$ cat src/logic/ast_regs.vh
`ifndef AST_REGS_VH
`define AST_REGS_VH

// Register word offsets on the plain register port.
`define AST_OFF_CTRL      4'h0
`define AST_OFF_TXDATA    4'h1
`define AST_OFF_RXDATA    4'h2
`define AST_OFF_STATUS    4'h3
`define AST_OFF_IRQ_STAT  4'h4
`define AST_OFF_IRQ_MASK  4'h5

// Control register fields.
`define AST_CTRL_LEN_LSB  0
`define AST_CTRL_LEN_MSB  1
`define AST_CTRL_NOPAR    2
`define AST_CTRL_EVEN     3
`define AST_CTRL_TWOSTOP  4
`define AST_CTRL_RST      5'h04

// Status register fields.
`define AST_ST_TBMT       0
`define AST_ST_EOC        1
`define AST_ST_AVAIL      2
`define AST_ST_PERR       3
`define AST_ST_FERR       4
`define AST_ST_OVR        5

// Interrupt event fields.
`define AST_IRQ_TBMT      0
`define AST_IRQ_EOC       1
`define AST_IRQ_AVAIL     2
`define AST_IRQ_ERR       3
`define AST_IRQ_RST       4'h0

// Bit timing in bit clock periods.
`define AST_TICKS_BIT     4'hF
`define AST_TICKS_START   4'h7

`endif

$ cat src/logic/ast_transceiver.v
`timescale 1ns/10ps
`include "ast_regs.vh"

module ast_transceiver #(
	parameter AW = 4
) (
	input  wire          sys_clk,                 // System clock, 25 MHz.
	input  wire          rst_n,                   // Async reset, active low.
	input  wire [AW-1:0] reg_addr,                // Register word address.
	input  wire [7:0]    reg_wdata,               // Register write data.
	input  wire          reg_wr,                  // Write strobe.
	input  wire          reg_rd,                  // Read strobe.
	output reg  [7:0]    reg_rdata_q,             // Read data, next cycle.
	output reg           irq_q,                   // Interrupt level.
	input  wire          tx_bit_clock,            // Transmit 16x clock pin.
	input  wire          rx_bit_clock,            // Receive 16x clock pin.
	input  wire          external_clear,          // Clear pin, active high.
	input  wire          serial_in,               // Serial receive pin.
	output reg           serial_out_q,            // Serial transmit pin.
	input  wire          rx_word_output_enable_n, // Data group enable.
	input  wire          flag_word_output_enable_n, // Flag group enable.
	output reg  [7:0]    rx_word_q,               // Gated received data.
	output reg  [4:0]    flag_word_q,             // Gated status flags.
	output reg           rx_word_available_q      // Received data ready.
);

	localparam TX_IDLE  = 1'b0;
	localparam TX_SHIFT = 1'b1;
	localparam RX_IDLE  = 2'd0;
	localparam RX_START = 2'd1;
	localparam RX_DATA  = 2'd2;
	localparam RX_XFER  = 2'd3;

	// Pin inputs pass two flops; the third stage feeds the edge detectors.
	reg  [2:0]  tck_s_q;
	reg  [2:0]  rck_s_q;
	reg  [1:0]  clr_s_q;
	reg  [1:0]  sin_s_q;
	reg  [1:0]  rde_s_q;
	reg  [1:0]  swe_s_q;
	wire        tx_tick;
	wire        rx_tick;
	wire        clr;
	wire        rx_line;

	always @(posedge sys_clk or negedge rst_n) begin
		if (!rst_n) begin
			tck_s_q <= 3'h0;
			rck_s_q <= 3'h0;
			clr_s_q <= 2'h0;
			sin_s_q <= 2'h3;
			rde_s_q <= 2'h3;
			swe_s_q <= 2'h3;
		end else begin
			tck_s_q <= {tck_s_q[1:0], tx_bit_clock};
			rck_s_q <= {rck_s_q[1:0], rx_bit_clock};
			clr_s_q <= {clr_s_q[0], external_clear};
			sin_s_q <= {sin_s_q[0], serial_in};
			rde_s_q <= {rde_s_q[0], rx_word_output_enable_n};
			swe_s_q <= {swe_s_q[0], flag_word_output_enable_n};
		end
	end

	assign tx_tick = tck_s_q[1] & ~tck_s_q[2];
	assign rx_tick = rck_s_q[1] & ~rck_s_q[2];
	assign clr     = clr_s_q[1];
	assign rx_line = sin_s_q[1];

	// Control word written by the host.
	reg  [4:0]  ctrl_q;
	wire [3:0]  len;
	wire        par_en;
	wire [7:0]  len_mask;

	assign len      = 4'h5 +
		{2'b00, ctrl_q[`AST_CTRL_LEN_MSB:`AST_CTRL_LEN_LSB]};
	assign par_en   = ~ctrl_q[`AST_CTRL_NOPAR];
	assign len_mask = 8'hFF >> (4'h8 - len);

	wire        wr_ctrl = reg_wr && reg_addr == `AST_OFF_CTRL;
	wire        wr_tx   = reg_wr && reg_addr == `AST_OFF_TXDATA;
	wire        rd_rx   = reg_rd && reg_addr == `AST_OFF_RXDATA;
	wire        rd_irq  = reg_rd && reg_addr == `AST_OFF_IRQ_STAT;

	// Transmitter: holding register feeding a framed shift register.
	reg  [7:0]  hold_q;
	reg         hold_full_q;
	reg         tx_st_q;
	reg  [11:0] frame_q;
	reg  [3:0]  tx_sub_q;
	reg  [3:0]  tx_bits_q;
	reg         eoc_q;
	reg  [11:0] frame_d;
	reg  [3:0]  nbits_d;
	integer     i;

	// Start bit, data LSB first, optional parity, mark stops fill the rest.
	always @* begin
		frame_d    = 12'hFFF;
		frame_d[0] = 1'b0;
		for (i = 0; i < 8; i = i + 1)
			if (i < len)
				frame_d[i + 1] = hold_q[i];
		if (par_en)
			frame_d[len + 4'h1] = ^(hold_q & len_mask) ^
				~ctrl_q[`AST_CTRL_EVEN];
		nbits_d = 4'h2 + len + {3'b000, par_en} +
			{3'b000, ctrl_q[`AST_CTRL_TWOSTOP]};
	end

	wire tx_last = tx_st_q == TX_SHIFT && tx_tick &&
		tx_sub_q == `AST_TICKS_BIT && tx_bits_q == 4'h1;
	wire tx_load = hold_full_q && tx_tick &&
		(tx_st_q == TX_IDLE || tx_last);

	always @(posedge sys_clk or negedge rst_n) begin
		if (!rst_n) begin
			ctrl_q       <= `AST_CTRL_RST;
			hold_q       <= 8'h00;
			hold_full_q  <= 1'b0;
			tx_st_q      <= TX_IDLE;
			frame_q      <= 12'hFFF;
			tx_sub_q     <= 4'h0;
			tx_bits_q    <= 4'h0;
			eoc_q        <= 1'b1;
			serial_out_q <= 1'b1;
		end else if (clr) begin
			ctrl_q       <= `AST_CTRL_RST;
			hold_q       <= 8'h00;
			hold_full_q  <= 1'b0;
			tx_st_q      <= TX_IDLE;
			frame_q      <= 12'hFFF;
			tx_sub_q     <= 4'h0;
			tx_bits_q    <= 4'h0;
			eoc_q        <= 1'b1;
			serial_out_q <= 1'b1;
		end else begin
			if (wr_ctrl)
				ctrl_q <= reg_wdata[4:0];
			// A load while full overwrites; the host watches the empty flag.
			if (wr_tx) begin
				hold_q      <= reg_wdata;
				hold_full_q <= 1'b1;
			end else if (tx_load) begin
				hold_full_q <= 1'b0;
			end
			if (tx_load) begin
				// Loading only on a bit clock edge keeps the start bit full width.
				tx_st_q   <= TX_SHIFT;
				frame_q   <= frame_d;
				tx_sub_q  <= 4'h0;
				tx_bits_q <= nbits_d;
				eoc_q     <= 1'b0;
			end else if (tx_last) begin
				tx_st_q <= TX_IDLE;
				frame_q <= 12'hFFF;
				eoc_q   <= 1'b1;
			end else if (tx_st_q == TX_SHIFT && tx_tick) begin
				tx_sub_q <= tx_sub_q + 4'h1;
				if (tx_sub_q == `AST_TICKS_BIT) begin
					frame_q   <= {1'b1, frame_q[11:1]};
					tx_bits_q <= tx_bits_q - 4'h1;
				end
			end
			serial_out_q <= tx_st_q == TX_SHIFT ? frame_q[0] : 1'b1;
		end
	end

	// Receiver: start validation, mid-bit sampling, output latch.
	reg  [1:0]  rx_st_q;
	reg  [3:0]  rx_sub_q;
	reg  [3:0]  rx_idx_q;
	reg  [7:0]  rx_shift_q;
	reg         rx_par_q;
	reg         ferr_pend_q;
	reg         ovr_pend_q;
	reg  [7:0]  rx_data_q;
	reg         perr_q;
	reg         ferr_q;
	reg         ovr_q;
	reg         avail_q;
	wire [3:0]  stop_idx = len + {3'b000, par_en};
	wire        rx_samp  = rx_tick && rx_sub_q == `AST_TICKS_BIT;
	wire        rx_done  = rx_st_q == RX_XFER && rx_tick;
	wire        par_bad  = par_en && (^(rx_shift_q & len_mask) ^ rx_par_q ^
		~ctrl_q[`AST_CTRL_EVEN]);

	always @(posedge sys_clk or negedge rst_n) begin
		if (!rst_n) begin
			rx_st_q     <= RX_IDLE;
			rx_sub_q    <= 4'h0;
			rx_idx_q    <= 4'h0;
			rx_shift_q  <= 8'h00;
			rx_par_q    <= 1'b0;
			ferr_pend_q <= 1'b0;
			ovr_pend_q  <= 1'b0;
			rx_data_q   <= 8'h00;
			perr_q      <= 1'b0;
			ferr_q      <= 1'b0;
			ovr_q       <= 1'b0;
			avail_q     <= 1'b0;
		end else if (clr) begin
			rx_st_q     <= RX_IDLE;
			rx_sub_q    <= 4'h0;
			rx_idx_q    <= 4'h0;
			rx_shift_q  <= 8'h00;
			rx_par_q    <= 1'b0;
			ferr_pend_q <= 1'b0;
			ovr_pend_q  <= 1'b0;
			rx_data_q   <= 8'h00;
			perr_q      <= 1'b0;
			ferr_q      <= 1'b0;
			ovr_q       <= 1'b0;
			avail_q     <= 1'b0;
		end else begin
			case (rx_st_q)
			RX_IDLE: begin
				rx_sub_q <= 4'h0;
				if (rx_tick && !rx_line)
					rx_st_q <= RX_START;
			end
			RX_START: begin
				if (rx_tick) begin
					if (rx_line) begin
						rx_st_q <= RX_IDLE;
					end else if (rx_sub_q == `AST_TICKS_START) begin
						rx_st_q  <= RX_DATA;
						rx_sub_q <= 4'h0;
						rx_idx_q <= 4'h0;
					end else begin
						rx_sub_q <= rx_sub_q + 4'h1;
					end
				end
			end
			RX_DATA: begin
				if (rx_tick)
					rx_sub_q <= rx_sub_q + 4'h1;
				// Sampling mid-bit tolerates heavy edge distortion.
				if (rx_samp) begin
					rx_idx_q <= rx_idx_q + 4'h1;
					if (rx_idx_q < len)
						rx_shift_q[rx_idx_q[2:0]] <= rx_line;
					else if (rx_idx_q != stop_idx)
						rx_par_q <= rx_line;
					if (rx_idx_q == stop_idx) begin
						ferr_pend_q <= ~rx_line;
						ovr_pend_q  <= avail_q;
						rx_st_q     <= RX_XFER;
					end
				end
			end
			RX_XFER: begin
				if (rx_tick) begin
					rx_data_q <= rx_shift_q & len_mask;
					perr_q    <= par_bad;
					ferr_q    <= ferr_pend_q;
					ovr_q     <= ovr_pend_q;
					rx_st_q   <= RX_IDLE;
				end
			end
			default: rx_st_q <= RX_IDLE;
			endcase
			// Set wins over the clear made by reading the data register.
			if (rx_done)
				avail_q <= 1'b1;
			else if (rd_rx)
				avail_q <= 1'b0;
			if (rx_st_q == RX_IDLE)
				rx_shift_q <= rx_idx_q == 4'h0 ? rx_shift_q : 8'h00;
		end
	end

	// Status, interrupts and the register read port.
	wire [5:0]  status = {ovr_q, ferr_q, perr_q, avail_q, eoc_q, ~hold_full_q};
	reg  [3:0]  irq_stat_q;
	reg  [3:0]  irq_mask_q;
	wire [3:0]  irq_ev;

	assign irq_ev[`AST_IRQ_TBMT]  = tx_load;
	assign irq_ev[`AST_IRQ_EOC]   = tx_last && !hold_full_q;
	assign irq_ev[`AST_IRQ_AVAIL] = rx_done;
	assign irq_ev[`AST_IRQ_ERR]   = rx_done &&
		(par_bad | ferr_pend_q | ovr_pend_q);

	always @(posedge sys_clk or negedge rst_n) begin
		if (!rst_n) begin
			irq_stat_q          <= `AST_IRQ_RST;
			irq_mask_q          <= `AST_IRQ_RST;
			irq_q               <= 1'b0;
			reg_rdata_q         <= 8'h00;
			rx_word_q           <= 8'h00;
			flag_word_q         <= 5'h00;
			rx_word_available_q <= 1'b0;
		end else begin
			irq_stat_q <= irq_ev | (rd_irq ? 4'h0 : irq_stat_q);
			if (reg_wr && reg_addr == `AST_OFF_IRQ_MASK)
				irq_mask_q <= reg_wdata[3:0];
			irq_q <= |(irq_stat_q & irq_mask_q);
			reg_rdata_q <= 8'h00;
			if (reg_rd) begin
				case (reg_addr)
				`AST_OFF_CTRL:     reg_rdata_q <= {3'h0, ctrl_q};
				`AST_OFF_TXDATA:   reg_rdata_q <= hold_q;
				`AST_OFF_RXDATA:   reg_rdata_q <= rx_data_q;
				`AST_OFF_STATUS:   reg_rdata_q <= {2'h0, status};
				`AST_OFF_IRQ_STAT: reg_rdata_q <= {4'h0, irq_stat_q};
				`AST_OFF_IRQ_MASK: reg_rdata_q <= {4'h0, irq_mask_q};
				default:           reg_rdata_q <= 8'h00;
				endcase
			end
			// Disabled groups drive zero so outputs can be ORed on a bus.
			rx_word_q   <= rde_s_q[1] ? 8'h00 : rx_data_q;
			flag_word_q <= swe_s_q[1] ? 5'h00 :
				{ovr_q, ferr_q, perr_q, eoc_q, ~hold_full_q};
			rx_word_available_q <= avail_q;
		end
	end

endmodule // ast_transceiver

$ cat config.mk
export PLATFORM = sky130hd
export DESIGN_NAME = ast_transceiver
export DESIGN_NICKNAME = d
export VERILOG_FILES = /design/src/logic/ast_transceiver.v
export VERILOG_INCLUDE_DIRS = /design/src /design/src/logic
export SDC_FILE = /design/constraint.sdc
export NUM_CORES = 1
export LEC_CHECK = 0
export ABC_AREA = 1
export BUFFER_PORTS_ARGS = -buffer_cell sky130_fd_sc_hd__buf_2
export CAP_MARGIN = 20
export CORE_MARGIN = 2
export CORE_UTILIZATION = 25
export DETAILED_ROUTE_END_ITERATION = 7
export PLACE_DENSITY_LB_ADDON = 0.12
export SYNTH_ARGS = -nofsm -noshare
export SYNTH_HDL_FRONTEND = slang
export SYNTH_SLANG_ARGS = --single-unit
$ cat constraint.sdc
create_clock -name sys_clk -period 2.85 [get_ports sys_clk]
set_input_delay 0.7125 -clock sys_clk [delete_from_list [all_inputs] [get_ports sys_clk]]
set_output_delay 0.7125 -clock sys_clk [all_outputs]
set_load 0.01 [all_outputs]
==> results.json <==
{
  "switchingPower_mw": 1.46,
  "min_period_ps": 2420,
  "max_cap_violations": 0,
  "cts.path.max_buffers": 2,
  "die_area_um2": 25200,
  "pwr-share-comb": 0.138,
  "tightestPinTransition_ps": 493,
  "mostFrequentLayoutCells": "176 x nand2_1, 104 x inv_1, 94 x dfrtp_1",
  "grt_max_degree": 56,
  "hold_viol": 0,
  "power_leakage_nw": 3.52,
  "synth-edff-count": 0,
  "drive_gt1_frac": 0.152,
  "cellPowerDensity_nw_per_um2": 647,
  "drv_slew": 0,
  "root_buffer": "clkbuf_16",
  "fmax_ghz": 0.413,
  "post-route-drc-count": 0,
  "synthXorXnorAreaFrac": 0.0175,
  "seqPwrFrac": 0.390,
  "grt_antenna_before_repair": 0,
  "pin_count": 46,
  "cts_buffers": 17,
  "syn_avg_cell_area_um2": 8.09,
  "num_vias": 4966,
  "synth_nets": 788,
  "start_util": 0.255,
  "synth.distinct_cells": 43,
  "n_antenna_cell": 0,
  "grt_pass1_wl_mm": 27.2,
  "syn_inst": 740,
  "clockPowerShare": 0.472,
  "start_kind": "flop",
  "layout.cells.non_filler": 1133,
  "ys_seq_elements": 115,
  "synth_top_flop_cell": "dfrtp_1",
  "synthMuxAreaShare": 0,
  "hp-class": "in -> async",
  "rsz0062_at_grt": "false",
  "clkTransAtPathRegs_ps": 60,
  "cp_max_fo": 9,
  "vias_per_cell": 4.38,
  "grt_pass1_vias": 4917,
  "wl_per_cell_um": 14.8,
  "reg2regPathDepth": 11,
  "dpl.cell_count": 1101,
  "coreArea_um2": 23500,
  "async_flop_share": 1.00,
  "area_growth_pct": 20.9,
  "grt_overflow_total": 0,
  "synth-compound-area-share": 0.104,
  "nets": 849,
  "syn_area_um2": 5990,
  "yosysTopAreaCell": "dfrtp_1",
  "drtAntennaViolNets": 0,
  "internal-power_mw": 3.23,
  "die_w_um": 159,
  "setup_tns_ps": 0,
  "cts_htree_levels": 4,
  "setup_violations": 0,
  "drtIter0Drc": 292,
  "end_kind": "flop",
  "vdd_drop_max_mv": 0.331,
  "critPathRequiredTime_ps": 3150,
  "synth_top_area_share": 0.393,
  "synthAdderAreaFrac": 0.0568,
  "synth_top_family_by_area": "simple AND/OR/NAND/NOR gates",
  "yosys-top-cells-area": "dfrtp_1 39%, nand2_1 11%, dfstp_2 9.2%",
  "switching_share": 0.311,
  "rows": 56,
  "n_fill_cell": 2532,
  "fin_skew_ps": 11.7,
  "seqCellArea_um2": 2900,
  "port_buffers": 45,
  "clk_latency_ps": 430,
  "first_pass_iters": 6,
  "routed_wl_mm": 16.8,
  "ys_warn_count": 0,
  "critPathKind": "reg -> reg",
  "cts_tree": "done",
  "die_h_um": 159,
  "finalCritPeriodShare": 0.849,
  "slew_headroom": 0.671,
  "yosysSeqAreaShare": 0.485,
  "globalplace.congestion": 0.795,
  "layout_commonest_cell": "nand2_1",
  "track_usage": 0.138,
  "status": "finished clean",
  "synthSimpleGateAreaFrac": 0.257,
  "crit_arrival_ps": 2720,
  "clkSinkCount": 115,
  "multiInputGateArea_um2": 2610,
  "dp_hpwl_mm": 12.3
}
metal layers:
layer / up-vias / share of wire / GRT usage
li1: 2527 / - / -
met5: - / 0 / 0
met2: 96 / 0.45 / 0.213
met3: 13 / 0.045 / 0.0387
met4: 0 / 0.011 / 0.0375
met1: 2330 / 0.49 / 0.188
through the flow:
step	instance area [um2]	setup slack, ps	power [mW]	util	hold slack [ps]
floorplan	5990	613	2.29	-	331
detailed placement	6640	356	2.51	0.283	335
CTS	7240	347	4.75	0.308	189
finish	7240	431	4.69	0.308	193
global placement	6640	352	2.51	0.283	333
global route	7240	142	4.94	0.308	205
final cells by class:
| cell class | instances | share of cell area |
|---|---|---|
| multi-input cells | 503 | 0.360 |
| clock buffers | 17 | 0.0588 |
| repair buffers | 57 | 0.0456 |
| clock inverters | 15 | 0.0240 |
| flip-flops and latches | 115 | 0.401 |
| inverters | 107 | 0.0555 |
| well taps | 319 | 0.0551 |
flip-flops by register name, indices dropped and copies added (netlist names), 4 cells and up:
| name | count |
|---|---|
| hold_q | 8 |
| frame_q | 12 |
| tx_sub_q | 4 |
| irq_stat_q | 4 |
| rx_word_q | 8 |
| tx_bits_q | 4 |
| ctrl_q | 5 |
| rx_data_q | 8 |
| irq_mask_q | 4 |
| rx_sub_q | 4 |
| rx_shift_q | 8 |
| rx_idx_q | 4 |
| flag_word_q | 5 |
| reg_rdata_q | 8 |
cells in the mapped netlist (2+ instances only):
master	number
nand2_1	177
inv_1	104
nor2_4	2
o21ai_1	2
xnor2_1	5
a21oi_1	18
fa_1	2
nand4_1	12
nand2_2	3
nand3_1	52
nor3_1	17
nand3b_1	2
a31oi_1	2
xor2_1	7
o22ai_1	32
dfstp_2	21
nor2_1	81
o21ai_0	49
ha_1	24
clkinv_1	2
buf_6	2
dfrtp_1	94
buf_2	3
o211ai_1	2
clkbuf_1	7
path summary, 6_finish.rpt:
| path | endpoint | slack (ps) | from |
|---|---|---|---|
| min in group sys_clk | rde_s_q[1] | 350 | rde_s_q[0] |
| worst min register to register | rde_s_q[1] | 350 | rde_s_q[0] |
| worst max-delay path | ovr_pend_q | 430 | ctrl_q[0] |
| worst max register to register | ovr_pend_q | 430 | ctrl_q[0] |
| worst min-delay path | rck_s_q[1] | 190 | rst_n |
| max in group asynchronous | rx_par_q | 1830 | rst_n |
cells by family (layout without fill, tap and decap cells):
logic type / after synthesis / after routing
adder cells (fa/ha/maj): 26 / 26
AND/OR/NAND/NOR: 354 / 354
buffers and inverters: 122 / 196
flip-flops: 115 / 115
XOR/XNOR: 12 / 12
AO/OA/AOI/OAI: 111 / 111
repair_timing:
item,4_1_cts,5_1_grt
resized for setup,0,1
hold buffers,0,0
setup buffers,0,0
endpoints found under the setup margin,0,1
endpoints found under the hold margin,0,0
worst max-delay path, cell delays in order, from the launching register on:
cell and delay, ps:
dfrtp_1 580, inv_1 110, buf_4 180, ha_1 220, fa_1 520, nor2_1 50, nor2_1 100, nand4_1 170
nor2_1 140, nor2_1 90, nand2_1 60, o21ai_0 70
power groups by stage:
stage / sequential, mW / combinational, mW / clock (mW)
floorplan: 1.84 / 0.452 / 0
global placement: 1.86 / 0.654 / 0
detailed placement: 1.86 / 0.651 / 0
CTS: 1.83 / 0.655 / 2.27
global route: 1.84 / 0.759 / 2.34
finish: 1.83 / 0.647 / 2.21
No activity file was read; power rests on OpenSTA's default activity.
